$ cat src/pkg/i2c_status_map.vh
// Register map, field positions and reset values of the I2C slave status block
`ifndef I2C_STATUS_MAP_VH
`define I2C_STATUS_MAP_VH

// ============================================================
// Register byte addresses
`define ADDR_STATUS0 32'hFFFF_082C
`define ADDR_STATUS1 32'hFFFF_092C
`define ADDR_CONTROL0 32'hFFFF_0830
`define ADDR_CONTROL1 32'hFFFF_0930

// ============================================================
// Register select codes (one-hot)
`define SEL_NONE 4'h0
`define SEL_STATUS0 4'h1
`define SEL_STATUS1 4'h2
`define SEL_CONTROL0 4'h4
`define SEL_CONTROL1 4'h8

// ============================================================
// Reset values
`define STATUS_RESET 16'h0000
`define CONTROL_RESET 16'h0000
`define RDATA_RESET 32'h0000_0000
`define IRQ_RESET 2'h0
`define UPPER_ZERO 16'h0000

// ============================================================
// Status field positions
`define ST_RESERVED 15
`define ST_START 14
`define ST_REPS 13
`define ST_IDX_HI 12
`define ST_IDX_LO 11
`define ST_SS 10
`define ST_GCT_HI 9
`define ST_GCT_LO 8
`define ST_LOW_HI 7

// ============================================================
// Control field positions
`define CTL_GC_EN 2
`define CTL_STOP_IE 8
`define CTL_GC_CLR 9
`define CTL_WRITE_MASK 16'h0104

// ============================================================
// General call type codes
`define GCT_NONE 2'h0
`define GCT_RESET_PROG 2'h1
`define GCT_PROG 2'h2
`define GCT_ALT 2'h3
`define INDEX_ZERO 2'h0

// ============================================================
// AHB-Lite codes
`define HTRANS_NONSEQ 2'h2
`define HTRANS_SEQ 2'h3
`define HRESP_OKAY 1'b0

`endif

$ cat src/rtl/i2c_status_channel.v
// Status flags of one I2C slave channel
`timescale 1ns/100ps
`default_nettype none
`include "i2c_status_map.vh"

module i2c_status_channel (
    input wire clock,
    input wire rst_n,
    input wire addr_match,
    input wire [1:0] addr_index,
    input wire start_byte,
    input wire gc_addr,
    input wire rep_start,
    input wire stop_cond,
    input wire gc_reset_cmd,
    input wire gc_prog_cmd,
    input wire gc_alt_match,
    input wire gc_enable,
    input wire gc_clear,
    input wire status_read,
    output wire [15:0] status
);

    // ============================================================
    // Flag state
    reg start_detected_flag_ff;
    reg repeated_start_flag_ff;
    reg [1:0] matched_address_index_ff;
    reg stop_after_start_flag_ff;
    reg [1:0] general_call_type_ff;
    reg matched_ff;
    reg nxt_start_detected_flag;
    reg nxt_repeated_start_flag;
    reg [1:0] nxt_matched_address_index;
    reg nxt_stop_after_start_flag;
    reg [1:0] nxt_general_call_type;
    reg nxt_matched;
    wire start_set;
    wire ss_set;

    assign start_set = addr_match | start_byte | (gc_addr & gc_enable);
    assign ss_set = stop_cond & matched_ff;

    // ============================================================
    // Next-state logic; every set wins over a clear in the same cycle
    always @* begin
        nxt_start_detected_flag = start_detected_flag_ff;
        nxt_repeated_start_flag = repeated_start_flag_ff;
        nxt_matched_address_index = matched_address_index_ff;
        nxt_stop_after_start_flag = stop_after_start_flag_ff;
        nxt_general_call_type = general_call_type_ff;
        nxt_matched = matched_ff;
        // General call reset returns the flags to default
        if (gc_reset_cmd) begin
            nxt_start_detected_flag = 1'b0;
            nxt_repeated_start_flag = 1'b0;
            nxt_matched_address_index = `INDEX_ZERO;
            nxt_stop_after_start_flag = 1'b0;
            nxt_matched = 1'b0;
        end
        if (stop_cond) begin
            nxt_start_detected_flag = 1'b0;
            nxt_repeated_start_flag = 1'b0;
            nxt_matched = 1'b0;
        end
        if (status_read) begin
            nxt_repeated_start_flag = 1'b0;
            nxt_stop_after_start_flag = 1'b0;
        end
        if (start_set) begin
            nxt_start_detected_flag = 1'b1;
            nxt_matched = 1'b1;
        end
        if (addr_match) begin
            nxt_matched_address_index = addr_index;
        end
        if (rep_start) begin
            nxt_repeated_start_flag = 1'b1;
        end
        if (ss_set) begin
            nxt_stop_after_start_flag = 1'b1;
        end
        // General call reset sets the type to reset-and-program unless an alternative match in the same cycle wins; only the clear bit clears it
        if (gc_clear) begin
            nxt_general_call_type = `GCT_NONE;
        end
        if (gc_alt_match) begin
            nxt_general_call_type = `GCT_ALT;
        end else if (gc_reset_cmd) begin
            nxt_general_call_type = `GCT_RESET_PROG;
        end else if (gc_prog_cmd) begin
            nxt_general_call_type = `GCT_PROG;
        end
    end

    always @(posedge clock) begin
        if (!rst_n) begin
            start_detected_flag_ff <= 1'b0;
            repeated_start_flag_ff <= 1'b0;
            matched_address_index_ff <= `INDEX_ZERO;
            stop_after_start_flag_ff <= 1'b0;
            general_call_type_ff <= `GCT_NONE;
            matched_ff <= 1'b0;
        end else begin
            start_detected_flag_ff <= nxt_start_detected_flag;
            repeated_start_flag_ff <= nxt_repeated_start_flag;
            matched_address_index_ff <= nxt_matched_address_index;
            stop_after_start_flag_ff <= nxt_stop_after_start_flag;
            general_call_type_ff <= nxt_general_call_type;
            matched_ff <= nxt_matched;
        end
    end

    // ============================================================
    // Status word; reserved and low bits read zero
    assign status[`ST_RESERVED] = 1'b0;
    assign status[`ST_START] = start_detected_flag_ff;
    assign status[`ST_REPS] = repeated_start_flag_ff;
    assign status[`ST_IDX_HI:`ST_IDX_LO] = matched_address_index_ff;
    assign status[`ST_SS] = stop_after_start_flag_ff;
    assign status[`ST_GCT_HI:`ST_GCT_LO] = general_call_type_ff;
    assign status[`ST_LOW_HI:0] = 8'h00;

endmodule // i2c_status_channel

`default_nettype wire

$ cat src/rtl/i2c_slave_status_flags.v
// Two-channel I2C slave status flags with AHB-Lite register access
//
// Chosen here: the AHB-Lite slave port.
`timescale 1ns/100ps
`default_nettype none
`include "i2c_status_map.vh"

module i2c_slave_status_flags (
    input wire clock,
    input wire rst_n,
    // AHB-Lite slave
    input wire hsel,
    input wire [31:0] haddr,
    input wire [1:0] htrans,
    input wire hwrite,
    input wire [2:0] hsize,
    input wire [31:0] hwdata,
    input wire hready,
    output wire hreadyout,
    output wire hresp,
    output wire [31:0] hrdata,
    // Bus events from the slave engines, one bit per channel; addr_index0/addr_index1 carry two index bits per channel
    input wire [1:0] addr_match,
    input wire [1:0] addr_index0,
    input wire [1:0] addr_index1,
    input wire [1:0] start_byte,
    input wire [1:0] gc_addr,
    input wire [1:0] rep_start,
    input wire [1:0] stop_cond,
    input wire [1:0] gc_reset_cmd,
    input wire [1:0] gc_prog_cmd,
    input wire [1:0] gc_alt_match,
    // To the slave engines and the interrupt controller
    output wire [1:0] general_call_enable,
    output wire [1:0] stop_irq
);

    // ============================================================
    // Address decode
    function [3:0] reg_select;
        input [31:0] addr;
        begin
            case (addr)
                `ADDR_STATUS0: reg_select = `SEL_STATUS0;
                `ADDR_STATUS1: reg_select = `SEL_STATUS1;
                `ADDR_CONTROL0: reg_select = `SEL_CONTROL0;
                `ADDR_CONTROL1: reg_select = `SEL_CONTROL1;
                default: reg_select = `SEL_NONE;
            endcase
        end
    endfunction

    // ============================================================
    // Address phase
    wire trans_valid;
    wire accept;
    wire [3:0] addr_sel;
    wire rd_accept;
    wire wr_accept;

    assign trans_valid = (htrans == `HTRANS_NONSEQ) | (htrans == `HTRANS_SEQ);
    assign accept = hsel & hready & trans_valid;
    assign addr_sel = reg_select(haddr);
    assign rd_accept = accept & ~hwrite;
    assign wr_accept = accept & hwrite;

    // Zero wait states, always OKAY
    assign hreadyout = 1'b1;
    assign hresp = `HRESP_OKAY;

    // ============================================================
    // Write data phase
    reg [3:0] wr_sel_ff;
    reg [3:0] nxt_wr_sel;

    always @* begin
        nxt_wr_sel = `SEL_NONE;
        if (wr_accept) begin
            nxt_wr_sel = addr_sel;
        end
    end

    always @(posedge clock) begin
        if (!rst_n) begin
            wr_sel_ff <= `SEL_NONE;
        end else begin
            wr_sel_ff <= nxt_wr_sel;
        end
    end

    // ============================================================
    // Per-channel control registers and status flags
    wire [15:0] status_word [0:1];
    wire [15:0] nxt_ctl_word [0:1];
    wire [1:0] status_read;
    wire [1:0] ctl_write;
    wire [1:0] gc_clear;
    wire [1:0] ss_flag;
    wire [1:0] stop_ie;
    wire [3:0] status_sel [0:1];
    wire [3:0] control_sel [0:1];
    wire [1:0] addr_index [0:1];

    assign status_sel[0] = `SEL_STATUS0;
    assign status_sel[1] = `SEL_STATUS1;
    assign control_sel[0] = `SEL_CONTROL0;
    assign control_sel[1] = `SEL_CONTROL1;
    assign addr_index[0] = addr_index0;
    assign addr_index[1] = addr_index1;

    genvar ch;
    generate
        for (ch = 0; ch < 2; ch = ch + 1) begin : chan
            reg [15:0] ctl_ff;
            reg [15:0] nxt_ctl;

            // Read clear takes effect at the address-phase edge
            assign status_read[ch] = rd_accept &
                (addr_sel == status_sel[ch]);
            assign ctl_write[ch] = (wr_sel_ff == control_sel[ch]);

            // Clear bit is a one-cycle strobe, never stored
            assign gc_clear[ch] = ctl_write[ch] &
                hwdata[`CTL_GC_CLR];

            always @* begin
                nxt_ctl = ctl_ff;
                if (ctl_write[ch]) begin
                    nxt_ctl = hwdata[15:0] & `CTL_WRITE_MASK;
                end
            end

            always @(posedge clock) begin
                if (!rst_n) begin
                    ctl_ff <= `CONTROL_RESET;
                end else begin
                    ctl_ff <= nxt_ctl;
                end
            end

            assign nxt_ctl_word[ch] = nxt_ctl;
            assign stop_ie[ch] = ctl_ff[`CTL_STOP_IE];
            assign general_call_enable[ch] = ctl_ff[`CTL_GC_EN];

            i2c_status_channel flags (
                .clock(clock),
                .rst_n(rst_n),
                .addr_match(addr_match[ch]),
                .addr_index(addr_index[ch]),
                .start_byte(start_byte[ch]),
                .gc_addr(gc_addr[ch]),
                .rep_start(rep_start[ch]),
                .stop_cond(stop_cond[ch]),
                .gc_reset_cmd(gc_reset_cmd[ch]),
                .gc_prog_cmd(gc_prog_cmd[ch]),
                .gc_alt_match(gc_alt_match[ch]),
                .gc_enable(ctl_ff[`CTL_GC_EN]),
                .gc_clear(gc_clear[ch]),
                .status_read(status_read[ch]),
                .status(status_word[ch])
            );

            assign ss_flag[ch] = status_word[ch][`ST_SS];
        end
    endgenerate

    // ============================================================
    // Interrupt requests, registered level
    reg [1:0] stop_irq_ff;
    wire [1:0] nxt_stop_irq;

    assign nxt_stop_irq = ss_flag & stop_ie;

    always @(posedge clock) begin
        if (!rst_n) begin
            stop_irq_ff <= `IRQ_RESET;
        end else begin
            stop_irq_ff <= nxt_stop_irq;
        end
    end

    assign stop_irq = stop_irq_ff;

    // ============================================================
    // Read data, captured at the address-phase edge
    reg [31:0] hrdata_ff;
    reg [31:0] nxt_hrdata;

    // Control readback forwards a write still in its data phase
    always @* begin
        nxt_hrdata = hrdata_ff;
        if (rd_accept) begin
            case (addr_sel)
                `SEL_STATUS0: nxt_hrdata = {`UPPER_ZERO, status_word[0]};
                `SEL_STATUS1: nxt_hrdata = {`UPPER_ZERO, status_word[1]};
                `SEL_CONTROL0: nxt_hrdata = {`UPPER_ZERO, nxt_ctl_word[0]};
                `SEL_CONTROL1: nxt_hrdata = {`UPPER_ZERO, nxt_ctl_word[1]};
                default: nxt_hrdata = `RDATA_RESET;
            endcase
        end
    end

    always @(posedge clock) begin
        if (!rst_n) begin
            hrdata_ff <= `RDATA_RESET;
        end else begin
            hrdata_ff <= nxt_hrdata;
        end
    end

    assign hrdata = hrdata_ff;

endmodule // i2c_slave_status_flags

`default_nettype wire

$ cat config.mk
export PLATFORM = sky130hd
export DESIGN_NAME = i2c_slave_status_flags
export DESIGN_NICKNAME = d
export VERILOG_FILES = /design/src/rtl/i2c_status_channel.v /design/src/rtl/i2c_slave_status_flags.v
export VERILOG_INCLUDE_DIRS = /design/src /design/src/pkg
export SDC_FILE = /design/constraint.sdc
export NUM_CORES = 1
export LEC_CHECK = 0
export BUFFER_PORTS_ARGS = -buffer_cell sky130_fd_sc_hd__buf_2
export CAP_MARGIN = 0
export CORE_MARGIN = 5
export CORE_UTILIZATION = 48
export DETAILED_ROUTE_END_ITERATION = 12
export PLACE_DENSITY = 0.88
export SYNTH_ARGS = -nofsm -noshare
export SYNTH_HDL_FRONTEND = slang
export SYNTH_HIERARCHICAL = 1
export SYNTH_SLANG_ARGS = --single-unit
export TNS_END_PERCENT = 10
$ cat constraint.sdc
create_clock -name clock -period 3.12 [get_ports clock]
set_input_delay 0 -clock clock [delete_from_list [all_inputs] [get_ports clock]]
set_output_delay 0 -clock clock [all_outputs]
set_load 0.1 [all_outputs]
# Word-level counts from Yosys, hierarchy flattened

Cells that the tools add are included.

Output and inout port bits: 38
Logic and storage cells: 87
Input bits: 94
Register bits: 84

Reduce and logical (&&, ||, !) cells: 11
Muxes and demuxes: 30
Bitwise operators: 19
Equality and inequality tests: 12

Operators with widths:

| cell                                                            | number |
|---|---|
| 32-bit == test, second input constant                           | 4 |
| 16-bit case mux with 4 select lines                             | 1 |
| 16-bit two-way mux                                              | 2 |
| 2-bit two-way mux                                               | 12 |
| 4-bit case mux with 4 select lines                              | 1 |
| 4-bit nonzero test                                              | 4 |
| 1-bit two-way mux                                               | 14 |
| 1-bit AND                                                       | 12 |
| 3-bit nonzero test                                              | 4 |
| 4-bit by 3-bit == test with 1-bit output, second input constant | 2 |
| 4-bit == test, second input constant                            | 2 |
| 1-bit OR                                                        | 5 |
| 2-bit == test, second input constant                            | 2 |
| 4-bit by 1-bit == test with 1-bit output, second input constant | 1 |
| 4-bit by 2-bit == test with 1-bit output, second input constant | 1 |
| 2-bit nonzero test                                              | 2 |
| 2-bit AND                                                       | 1 |
| 2-bit AND reduction                                             | 1 |
| 1-bit inverter                                                  | 1 |

# Depth between registers and ports, before layout

Gate-level depths: netlist of run 1.

Depth after elaboration: 7
Depth in mapped cells: 9
Depth with buffers taken out: 8

# Modules after synthesis

The synthesis of run 1 kept the hierarchy.

By module, submodules not included:

| module                 | times used | area each (µm²) | sequential area each (µm²) | cells each |
|---|---|---|---|---|
| i2c_slave_status_flags | 1          | 2487.4          | 1081.0                     | 262 |
| i2c_status_channel     | 2          | 374.1           | 140.1                      | 41 |

# Worst setup path after synthesis of run 1

No wires, ideal clock.

Path type: input port to flip-flop
Start: input port haddr[0]
End: register chan[0].flags.stop_after_start_flag_ff
Data required time: 3.002 ns
Path buffers: 1
Slack: 0.900 ns
Library setup time: 0.118 ns
Stages on the path: 9
Data arrival time: 2.101 ns
Cell sequence: or4b_1 or4_1 buf_6 nor3_1 nand2_1 nor4_1 nor2_1 a22oi_1 nor2b_1

Cells in the longest elaborated chain, start to end: 6
Elaborated cells on any way between the ends: 10
Classes of those cells: 5 x eq/ne; 3 x mux; 1 x bitwise; 1 x reduce/logical

Ends and longest elaborated chain:

| what                                         | line                         | RTL |
|---|---|---|
| start: declaration                           | i2c_slave_status_flags.v:13  | `input wire [31:0] haddr,` |
| 32-bit == test                               | i2c_slave_status_flags.v:43  | `case (addr)` |
| 4-bit case mux with 4 select lines (*)       | i2c_slave_status_flags.v:43  |  |
| 4-bit by 1-bit == test with 1-bit output (*) | i2c_slave_status_flags.v:119 | `(addr_sel == status_sel[ch]);` |
| 1-bit AND (*)                                | i2c_slave_status_flags.v:118 | `assign status_read[ch] = rd_accept &` |
| net status_read[0]                           | i2c_slave_status_flags.v:95  | `wire [1:0] status_read;` |
| 1-bit two-way mux                            | i2c_status_channel.v:66      | `if (status_read) begin` |
| 1-bit two-way mux                            | i2c_status_channel.v:80      | `if (ss_set) begin` |
| end signal: assignment                       | i2c_status_channel.v:108     | `stop_after_start_flag_ff <= nxt_stop_after_start_flag;` |
| end: declaration                             | i2c_status_channel.v:29      | `reg stop_after_start_flag_ff;` |

The timed path passes the listed nets; every way through them passes the cells marked *.
A chain may end at the register's enable or synchronous reset.

# Worst setup path after layout of run 1

Start: input port haddr[0]
End: register chan[0].flags.repeated_start_flag_ff

Cells in the longest elaborated chain, start to end: 6
Elaborated cells on any way between the ends: 10
Classes of those cells: 5 x eq/ne; 3 x mux; 1 x bitwise; 1 x reduce/logical

Ends and longest elaborated chain:

| what                                         | line                         | RTL |
|---|---|---|
| 32-bit == test                               | i2c_slave_status_flags.v:43  |  |
| 4-bit case mux with 4 select lines (*)       | i2c_slave_status_flags.v:43  |  |
| 4-bit by 1-bit == test with 1-bit output (*) | i2c_slave_status_flags.v:119 |  |
| 1-bit AND (*)                                | i2c_slave_status_flags.v:118 |  |
| net status_read[0]                           | i2c_slave_status_flags.v:95  |  |
| 1-bit two-way mux                            | i2c_status_channel.v:66      |  |
| 1-bit two-way mux                            | i2c_status_channel.v:77      | `if (rep_start) begin` |
| end signal: assignment                       | i2c_status_channel.v:106     | `repeated_start_flag_ff <= nxt_repeated_start_flag;` |
| end: declaration                             | i2c_status_channel.v:27      | `reg repeated_start_flag_ff;` |

Marks and branches as above.

==> impl_metrics.py, run 1 <==
metrics = {
    "pwr": {
        "seqPwrFrac": 0.501,
        "switching_power_uw": 496.1,
        "swShare": 0.2805,
        "powerDensity_nw_per_um2": 454.9,
        "p_leak_nw": 1.773,
        "clock_power_share": 0.359,
        "finalPower_mw": 1.768,
        "internal_power_mw": 1.272,
        "power.share.combinational": 0.140,
        "peakVddDrop_mv": 0.4062,
    },
    "logic_synthesis": {
        "synth_edf_count": 0,
        "synth-async-reset-ratio": 0,
        "synthCells": 344,
        "synth_most_common_cell": "dfxtp_1",
        "avgSynthCellArea_um2": 9.406,
        "ys_top_cells_by_count": "dfxtp_1, buf_4, and3_1",
        "yosys.cell_types.count": 42,
        "syn-cell-area_um2": 3236,
        "ys_ff_latch": 68,
        "yosys.area.top_type": "dfxtp_1",
        "yosysTopAreaCellShare": 0.4207,
        "synth-main-ff-cell": "dfxtp_1",
        "yosysWarnings": 6,
        "yosysSeqAreaShare": 0.4207,
        "synth.area.top_cells": "dfxtp_1, buf_4, and3_1, mux2_2, a22o_1",
    },
    "cts": {
        "ctsResizeCount": 0,
        "cts_buffers": 9,
        "cts_hold_buf": 26,
        "clk_latency_ns": 0.35,
        "ctsHtreeMaxLevel": 3,
        "clk_root_buffer_cell": "clkbuf_8",
        "clkSinkCount": 68,
        "postCtsSetupRepairBufs": 0,
        "cts_buffer_depth": 2,
        "clkTransAtPathRegs_ns": 0.07,
        "cts_tree": "yes",
    },
    "hold_path": {
        "min_path_cells": 4,
        "worstHoldStart": "gc_prog_cmd[1]",
        "hold_end": "chan[1].flags/general_call_type_ff[1]",
        "hp-class": "input port to register",
    },
    "final_layout": {
        "drive_gt1_frac": 0.2733,
        "nFillCells": 580,
        "finalNetCount": 528,
        "multiInputGateArea_um2": 1554,
        "area_delta_synth_final_pct": 20.15,
        "antennaDiodeCount": 0,
        "seq_area_um2": 1361,
    },
    "timing": {
        "finalSetupViolations": 0,
        "finalMaxSlewViolations": 0,
        "max_slew.worst_pin.slew_ns": 0.9938,
        "hold_viol": 0,
        "clock.fmax_mhz": 350.5,
        "relSlewSlack": 0.3350,
        "rsz0062_at_grt": "no",
        "min_period_over_period": 0.9145,
        "period_needed_ns": 2.853,
        "finClkSkew_ns": 0.01028,
        "finalSetupTns_ns": 0,
    },
    "job": {
        "cap_viol_max_count": 0,
    },
    "route": {
        "wl_per_cell_um": 14.96,
        "drc": 0,
        "drt_iter0_drc": 159,
        "vias": 2718,
        "drtAntennaViolNets": 0,
        "drt_pass1_iterations": 4,
        "routed_via_density": 5.237,
        "wl_mm": 7.762,
    },
    "worst_setup_path": {
        "cp.required_ns": 3.36,
        "crit_chain": "buf_2, or4b_1, or4_1, nor3_1, nand2_1, nor4_1, nor4b_2, o21a_1, dlygate4sd3_1",
        "worst-setup-path-type": "input port to register",
        "crit_buf_inv": 2,
        "rr_endpoint": "hrdata[13]",
        "r2r_slack_ns": 0.82,
        "critPathTopFamily": "simple AND/OR/NAND/NOR gates",
        "slowest_stage": "or4_1",
        "rr_worst_depth": 5,
        "cp_max_fo": 6,
        "start_kind": "input port",
        "endpoint_kind": "register",
        "worst_ep_arrival_time_ns": 3.10,
        "r2r-start": "wr_sel_ff[1]",
        "max_stage_delay_ns": 0.69,
    },
    "grt": {
        "grt_antenna_before_repair": 0,
        "use_met2": 0.3297,
        "grt_use_met3": 0.06153,
        "top_usage_layer": "met2",
        "overflow": 0,
        "grt_max_degree": 32,
        "grt_pass1_wl_mm": 12.82,
        "grtUsageTotal": 0.1889,
        "gr-usage-met1": 0.2178,
        "grt_pass1_vias": 2710,
    },
    "floorplan": {
        "die_w_um": 92.10,
        "start_util": 0.4843,
        "placementRows": 30,
        "die_y_um": 92.10,
        "pin_count": 132,
        "dieArea_um2": 8482,
        "core_um2": 6681,
    },
    "placement": {
        "io_buffer_count": 80,
        "gp_congestion": 0.7991,
        "dp_hpwl_mm": 5.284,
    },
    "status": {
        "outcome": "complete, no violations",
    },
}
## registers in the layout, indices dropped and copies added (netlist names)
name	count
chan.ctl_ff	32
chan.flags/general_call_type_ff	4
chan.flags/matched_address_index_ff	4
chan.flags/matched_ff	2
chan.flags/repeated_start_flag_ff	2
chan.flags/stop_after_start_flag_ff	2
hrdata	16
stop_irq	2
wr_sel_ff	4
## final cells by class
| type | count | share of cell area |
|---|---|---|
| Multi-Input combinational cell | 241 | 0.3997 |
| Sequential cell | 68 | 0.3502 |
| Timing Repair Buffer | 111 | 0.1796 |
| Clock buffer | 14 | 0.03927 |
| Tap cell | 80 | 0.02575 |
| Inverter | 3 | 0.002897 |
| Clock inverter | 2 | 0.002575 |
## per-stage QoR
stage	util	cells	area (µm²)	worst slack (ns)	hold slack, ns
detailed placement	0.5185	477	3465	0.4086	0.2136
global route	0.5818	519	3887	0.08567	0.06307
finish	0.5818	519	3887	0.2668	0.03715
CTS	0.5818	519	3887	0.2682	0.03513
floorplan	-	376	3356	0.9004	0.1175
global placement	0.5185	477	3465	0.4914	0.2122
## per-layer routing
| metal | wire length [µm] | part of all wire | vias to the layer above |
|---|---|---|---|
| li1 | - | - | 1338 |
| met1 | 3281 | 0.42 | 1279 |
| met2 | 3885 | 0.50 | 89 |
| met3 | 509 | 0.066 | 12 |
| met4 | 84 | 0.011 | 0 |
| met5 | 0 | 0 | - |
## worst register-to-register path: stages, from the launching register on
cell     delay, ns
dfxtp_1       0.32
nor4b_1       0.78
nor2_1        0.46
a22o_1        0.29
a22oi_1       0.24
o21ai_1       0.08
## power by group through the flow
stage,clock [mW],sequential (mW),combinational [mW]
final,0.634,0.886,0.248
after global routing,0.670,0.886,0.264
after CTS,0.632,0.885,0.243
after detailed placement,0,0.905,0.216
after global placement,0,0.904,0.213
after floorplan,0,0.902,0.199
## cell families after synthesis
kind of cell | after synthesis | share of synthesized area
AO/OA/AOI/OAI | 69 | 0.1555
AND/OR/NAND/NOR | 117 | 0.2185
other | 4 | 0.004639
multiplexers | 19 | 0.06458
buffers and inverters | 67 | 0.1361
flip-flops | 68 | 0.4207
## how the worst max path moves through the flow
stage	startpoint	end	cells past startpoint
after floorplan	haddr[0]	chan[0].flags/stop_after_start_flag_ff	9
after CTS	haddr[0]	chan[0].flags/repeated_start_flag_ff	9
after global routing	haddr[0]	chan[0].flags/repeated_start_flag_ff	9
after detailed placement	haddr[0]	chan[0].flags/stop_after_start_flag_ff	9
after global placement	haddr[0]	chan[0].flags/stop_after_start_flag_ff	9
final	haddr[0]	chan[0].flags/repeated_start_flag_ff	9
## layout by cell type, fill, tap and decap left out, types with 11 or more instances in the layout
cell / synthesis / final
buf_2: 1 / 80
a22oi_1: 16 / 16
and3_1: 33 / 33
nor2_1: 11 / 11
o21ai_1: 11 / 11
nand2_1: 26 / 26
conb_1: 4 / 36
mux2_2: 15 / 15
a22o_1: 14 / 14
dlygate4sd3_1: 0 / 26
dfxtp_1: 68 / 68
No activity file was read; power rests on OpenSTA's default activity.
==> run 2: changes to the inputs <==
- CORE_UTILIZATION: 48 -> 30
- CTS_CLUSTER_SIZE: default -> 24
- PLACE_DENSITY: 0.88 -> default
==> run 2 against run 1 <==
  * Clock power increased by 12%
  * Cell count grew 11%
  * Via count is 1.9% lower
  * Critical path depth stayed put
  * Worst setup slack improved by 0.47 ns
  * Utilization decreased by 21 points
  * Routed wire length up 0.80%
  * Fmax increased by 19%
  * Combinational power decreased by 3%
  * Sequential power about the same
  * Clock skew decreased by 0.0064 ns
  * Largest cell class unchanged
  * Highest routed layer unchanged
==> impl_metrics.py, run 2 (synthesis results as in run 1) <==
metrics = {
    "status": {
        "outcome": "complete, no violations",
    },
    "worst_setup_path": {
        "cp_max_fo": 6,
        "r2r_slack_ns": 1.11,
        "crit_chain": "buf_2, or4b_1, or4_1, nor3_1, nand2_1, nor4_1, nor2_1, a22oi_1, nor2b_1",
        "worst_ep_arrival_time_ns": 2.61,
        "worst-setup-path-type": "input port to register",
        "r2r-start": "wr_sel_ff[1]",
        "max_stage_delay_ns": 0.68,
        "rr_worst_depth": 5,
        "critPathTopFamily": "simple AND/OR/NAND/NOR gates",
        "cp.required_ns": 3.34,
        "start_kind": "input port",
        "endpoint_kind": "register",
        "rr_endpoint": "hrdata[9]",
        "slowest_stage": "or4_1",
        "crit_buf_inv": 1,
    },
    "pwr": {
        "switching_power_uw": 476.6,
        "swShare": 0.2591,
        "power.share.combinational": 0.131,
        "clock_power_share": 0.387,
        "peakVddDrop_mv": 0.2858,
        "powerDensity_nw_per_um2": 463.6,
        "seqPwrFrac": 0.482,
        "internal_power_mw": 1.363,
        "p_leak_nw": 1.781,
    },
    "hold_path": {
        "hold_end": "chan[0].flags/matched_address_index_ff[0]",
        "min_path_cells": 3,
        "worstHoldStart": "addr_match[0]",
        "hp-class": "input port to register",
    },
    "placement": {
        "gp_congestion": 0.7272,
        "dp_hpwl_mm": 5.519,
        "place_ws_ns": 0.3896,
        "io_buffer_count": 80,
        "placedInstanceArea_um2": 3547,
    },
    "floorplan": {
        "die_w_um": 113.9,
        "pin_count": 132,
        "placementRows": 38,
        "core_um2": 10700,
        "dieArea_um2": 12960,
        "die_y_um": 113.9,
        "start_util": 0.3025,
    },
    "timing": {
        "period_needed_ns": 2.388,
        "relSlewSlack": 0.2766,
        "finalSetupTns_ns": 0,
        "min_period_over_period": 0.7653,
        "rsz0062_at_grt": "no",
        "finClkSkew_ns": 0.003915,
        "hold_viol": 0,
        "finalMaxSlewViolations": 0,
        "fin_ws_ns": 0.7322,
        "finalSetupViolations": 0,
        "max_slew.worst_pin.slew_ns": 1.081,
        "clock.fmax_mhz": 418.8,
    },
    "route": {
        "drtAntennaViolNets": 0,
        "routed_via_density": 4.635,
        "vias": 2665,
        "drt_pass1_iterations": 4,
        "drt_iter0_drc": 102,
        "drc": 0,
        "wl_per_cell_um": 13.61,
        "wl_mm": 7.824,
    },
    "grt": {
        "grt_pass1_vias": 2524,
        "grt_max_degree": 54,
        "overflow": 0,
        "grtUsageTotal": 0.1194,
        "grt_antenna_before_repair": 0,
        "grt_pass1_wl_mm": 12.31,
    },
    "final_layout": {
        "area_delta_synth_final_pct": 22.62,
        "mostFrequentLayoutCells": "buf_2, dfxtp_1, conb_1",
        "multiInputGateArea_um2": 1554,
        "regMostFlops": "chan.ctl_ff",
        "antennaDiodeCount": 0,
        "seq_area_um2": 1361,
        "nFillCells": 1115,
        "largest_reg_flops": 32,
        "final_common_cell": "buf_2",
        "finalNetCount": 526,
        "finish.instance_area_um2": 3968,
        "drive_gt1_frac": 0.2805,
    },
    "job": {
        "cap_viol_max_count": 0,
    },
    "cts": {
        "clk_root_buffer_cell": "clkbuf_8",
        "clk_latency_ns": 0.33,
        "cts_tree": "yes",
        "clkTransAtPathRegs_ns": 0.07,
        "cts_buffers": 9,
        "ctsHtreeMaxLevel": 3,
        "postCtsSetupRepairBufs": 0,
        "clkSinkCount": 68,
        "cts_buffer_depth": 2,
    },
}
run 2: layout make-up:
type | instances | share of cell area
multi-input cells | 241 | 0.3917
flip-flops and latches | 68 | 0.3431
repair buffers | 109 | 0.1703
well taps | 140 | 0.04415
clock buffers | 12 | 0.03910
clock inverters | 2 | 0.008830
inverters | 3 | 0.002838
run 2: worst reg2reg max path, delay by kind of cell (launching register included):
family             cells  cell delay (ns)
AOI/OAI and AO/OA      3             0.70
DFF                    1             0.32
and+or+nand+nor        2             0.89
run 2: power by group through the flow:
stage          clock (mW)  combinational [mW]  sequential (mW)
2_1_floorplan           0               0.199            0.902
3_3_place_gp            0               0.213            0.906
5_1_grt             0.771               0.258            0.887
6_report            0.712               0.240            0.887
4_1_cts             0.732               0.239            0.886
3_5_place_dp            0               0.216            0.906
run 2: through the flow:
stage	power, mW	std cells	hold WS, ns	util
floorplan	1.101	376	0.1175	-
global placement	1.119	538	0.2106	0.3316
detailed placement	1.122	538	0.2146	0.3316
CTS	1.857	575	0.004346	0.3709
global route	1.915	575	0.02387	0.3709
finish	1.839	575	0.01527	0.3709
run 2: what timing repair did:
action	in CTS	in global routing
hold endpoints to repair	22	0
gates resized for setup	0	0
hold buffers	23	0
run 2: routing by layer:
metal | track usage | share of wire
met3 | 0.02228 | 0.045
met4 | 0.04355 | 0.016
met5 | 0 | 0
met1 | 0.1544 | 0.46
met2 | 0.1987 | 0.48
run 2: how the worst max path moves through the flow:
| stage | from | to | cells past startpoint |
|---|---|---|---|
| 6_report | haddr[0] | chan[0].flags/stop_after_start_flag_ff | 9 |
| 5_1_grt | haddr[0] | chan[0].flags/stop_after_start_flag_ff | 9 |
| 4_1_cts | haddr[0] | chan[0].flags/stop_after_start_flag_ff | 9 |
| 3_5_place_dp | haddr[0] | chan[0].flags/stop_after_start_flag_ff | 9 |
| 3_3_place_gp | haddr[0] | chan[0].flags/stop_after_start_flag_ff | 9 |
| 2_1_floorplan | haddr[0] | chan[0].flags/stop_after_start_flag_ff | 9 |
==> run 3: changes to the inputs <==
- clock period: 3.12 -> 2.26 ns (I/O delays scaled with it)
==> run 3 against run 2 <==
  * Via count up 0.83%
  * Worst hold slack worse by 0.0024 ns
  * Register-to-register slack worse by 0.83 ns
  * Clock power up 37%
  * Sequential cell count unchanged
  * Worst setup slack worse by 0.48 ns
  * Design area up 1.9%
  * Die area unchanged
  * Largest cell class unchanged
==> impl_metrics.py, run 3 (synthesis results as in run 1) <==
metrics = {
    "status": {
        "outcome": "complete, no violations",
    },
    "timing": {
        "clock.fmax_mhz": 498.5,
        "fin_hold_ws_ns": 0.01286,
        "fin_ws_ns": 0.2540,
        "rsz0062_at_grt": "no",
        "finalSetupViolations": 0,
        "hold_viol": 0,
        "min_period_over_period": 0.8876,
        "finalMaxSlewViolations": 0,
        "finClkSkew_ns": 0.007436,
        "period_needed_ns": 2.006,
        "relSlewSlack": 0.2868,
        "finalSetupTns_ns": 0,
        "max_slew.worst_pin.slew_ns": 1.066,
    },
    "cts": {
        "cts_buffer_depth": 2,
        "ctsHtreeMaxLevel": 3,
        "postCtsSetupRepairBufs": 0,
        "clkSinkCount": 68,
        "clkTransAtPathRegs_ns": 0.07,
        "clk_latency_ns": 0.34,
        "cts_buffers": 9,
        "clk_root_buffer_cell": "clkbuf_8",
        "cts_tree": "yes",
    },
    "floorplan": {
        "placementRows": 38,
        "die_y_um": 113.9,
        "start_util": 0.3025,
        "core_um2": 10700,
        "dieArea_um2": 12960,
        "pin_count": 132,
        "die_w_um": 113.9,
    },
    "grt": {
        "grtUsageTotal": 0.1212,
        "grt_pass1_wl_mm": 12.79,
        "overflow": 0,
        "grt_max_degree": 39,
        "grt_antenna_before_repair": 0,
        "grt_pass1_vias": 2646,
    },
    "route": {
        "drc": 0,
        "wl_mm": 7.663,
        "routed_via_density": 4.609,
        "drt_pass1_iterations": 4,
        "drtAntennaViolNets": 0,
        "wl_per_cell_um": 13.14,
        "drt_iter0_drc": 99,
        "vias": 2687,
    },
    "worst_setup_path": {
        "crit_chain": "buf_2, or4b_1, or4_1, nor3_1, nand2_1, nor4_1, buf_4, nor2_1, a22oi_1, nor2b_1",
        "max_stage_delay_ns": 0.54,
        "rr_worst_depth": 5,
        "cp.required_ns": 2.48,
        "worst_ep_arrival_time_ns": 2.23,
        "worst-setup-path-type": "input port to register",
        "start_kind": "input port",
        "crit_buf_inv": 2,
        "path_depth": 10,
        "critPathTopFamily": "simple AND/OR/NAND/NOR gates",
        "slowest_stage": "or4_1",
        "cp_max_fo": 2,
        "endpoint_kind": "register",
    },
    "pwr": {
        "peakVddDrop_mv": 0.3167,
        "p_leak_nw": 1.811,
        "powerDensity_nw_per_um2": 626.7,
        "finalPower_mw": 2.534,
    },
    "final_layout": {
        "finalNetCount": 533,
        "area_delta_synth_final_pct": 24.98,
        "antennaDiodeCount": 0,
        "largest_reg_flops": 32,
        "finish.instance_area_um2": 4044,
        "final_common_cell": "buf_2",
        "mostFrequentLayoutCells": "buf_2, dfxtp_1, conb_1",
        "regMostFlops": "chan.ctl_ff",
        "drive_gt1_frac": 0.2957,
    },
    "placement": {
        "dp_hpwl_mm": 5.600,
        "io_buffer_count": 80,
        "placedInstanceArea_um2": 3632,
        "gp_congestion": 0.7612,
        "place_ws_ns": -0.09437,
    },
    "job": {
        "cap_viol_max_count": 0,
    },
    "hold_path": {
        "hp-class": "input port to register",
        "min_path_cells": 3,
    },
}
[run 3: final timing paths]
check                     start                                        end  slack (ns)
setup / recovery       haddr[0]     chan[0].flags/stop_after_start_flag_ff        0.25
setup reg to reg   wr_sel_ff[1]                                 hrdata[14]        0.28
hold / removal    addr_match[0]  chan[0].flags/matched_address_index_ff[0]        0.01
hold reg to reg       hrdata[5]                                  hrdata[5]        0.44
[run 3: per-layer routing]
layer	share of wire	vias up	wire, µm	GRT usage
met4	0.021	0	161	0.05701
li1	-	1350	-	-
met5	0	-	0	0
met3	0.042	15	320	0.02546
met1	0.48	1242	3694	0.1570
met2	0.46	80	3487	0.1928
[run 3: tightest hold or removal path, stage by stage]
cell and delay (ns):
buf_2 0.13, a21oi_1 0.07, nor2b_1 0.11
[run 3: power breakdown]
part / switching (mW) / internal, mW / leakage, nW
combinational: 0.222 / 0.113 / 1.17
sequential: 0.00977 / 1.21 / 0.551
clock: 0.445 / 0.532 / 0.0914
[run 3: what timing repair did]
action / 4_1_cts / 5_1_grt
hold endpoints to repair: 21 / 0
resized for setup: 0 / 0
hold buffers: 22 / 0
[run 3: stage by stage]
stage / std cells / utilization
final: 583 / 0.3780
after floorplan: 376 / -
after global routing: 583 / 0.3780
after global placement: 546 / 0.3395
after detailed placement: 546 / 0.3395
after CTS: 583 / 0.3780
[run 3: area by class of cell]
type	instances	area (µm²)
clock buffer	11	141.4
clock inverter	4	50.05
fill	1100	6654
inverter	3	11.26
multi-input combinational	241	1554
sequential	68	1361
tap	140	175.2
timing repair buffer	116	750.7
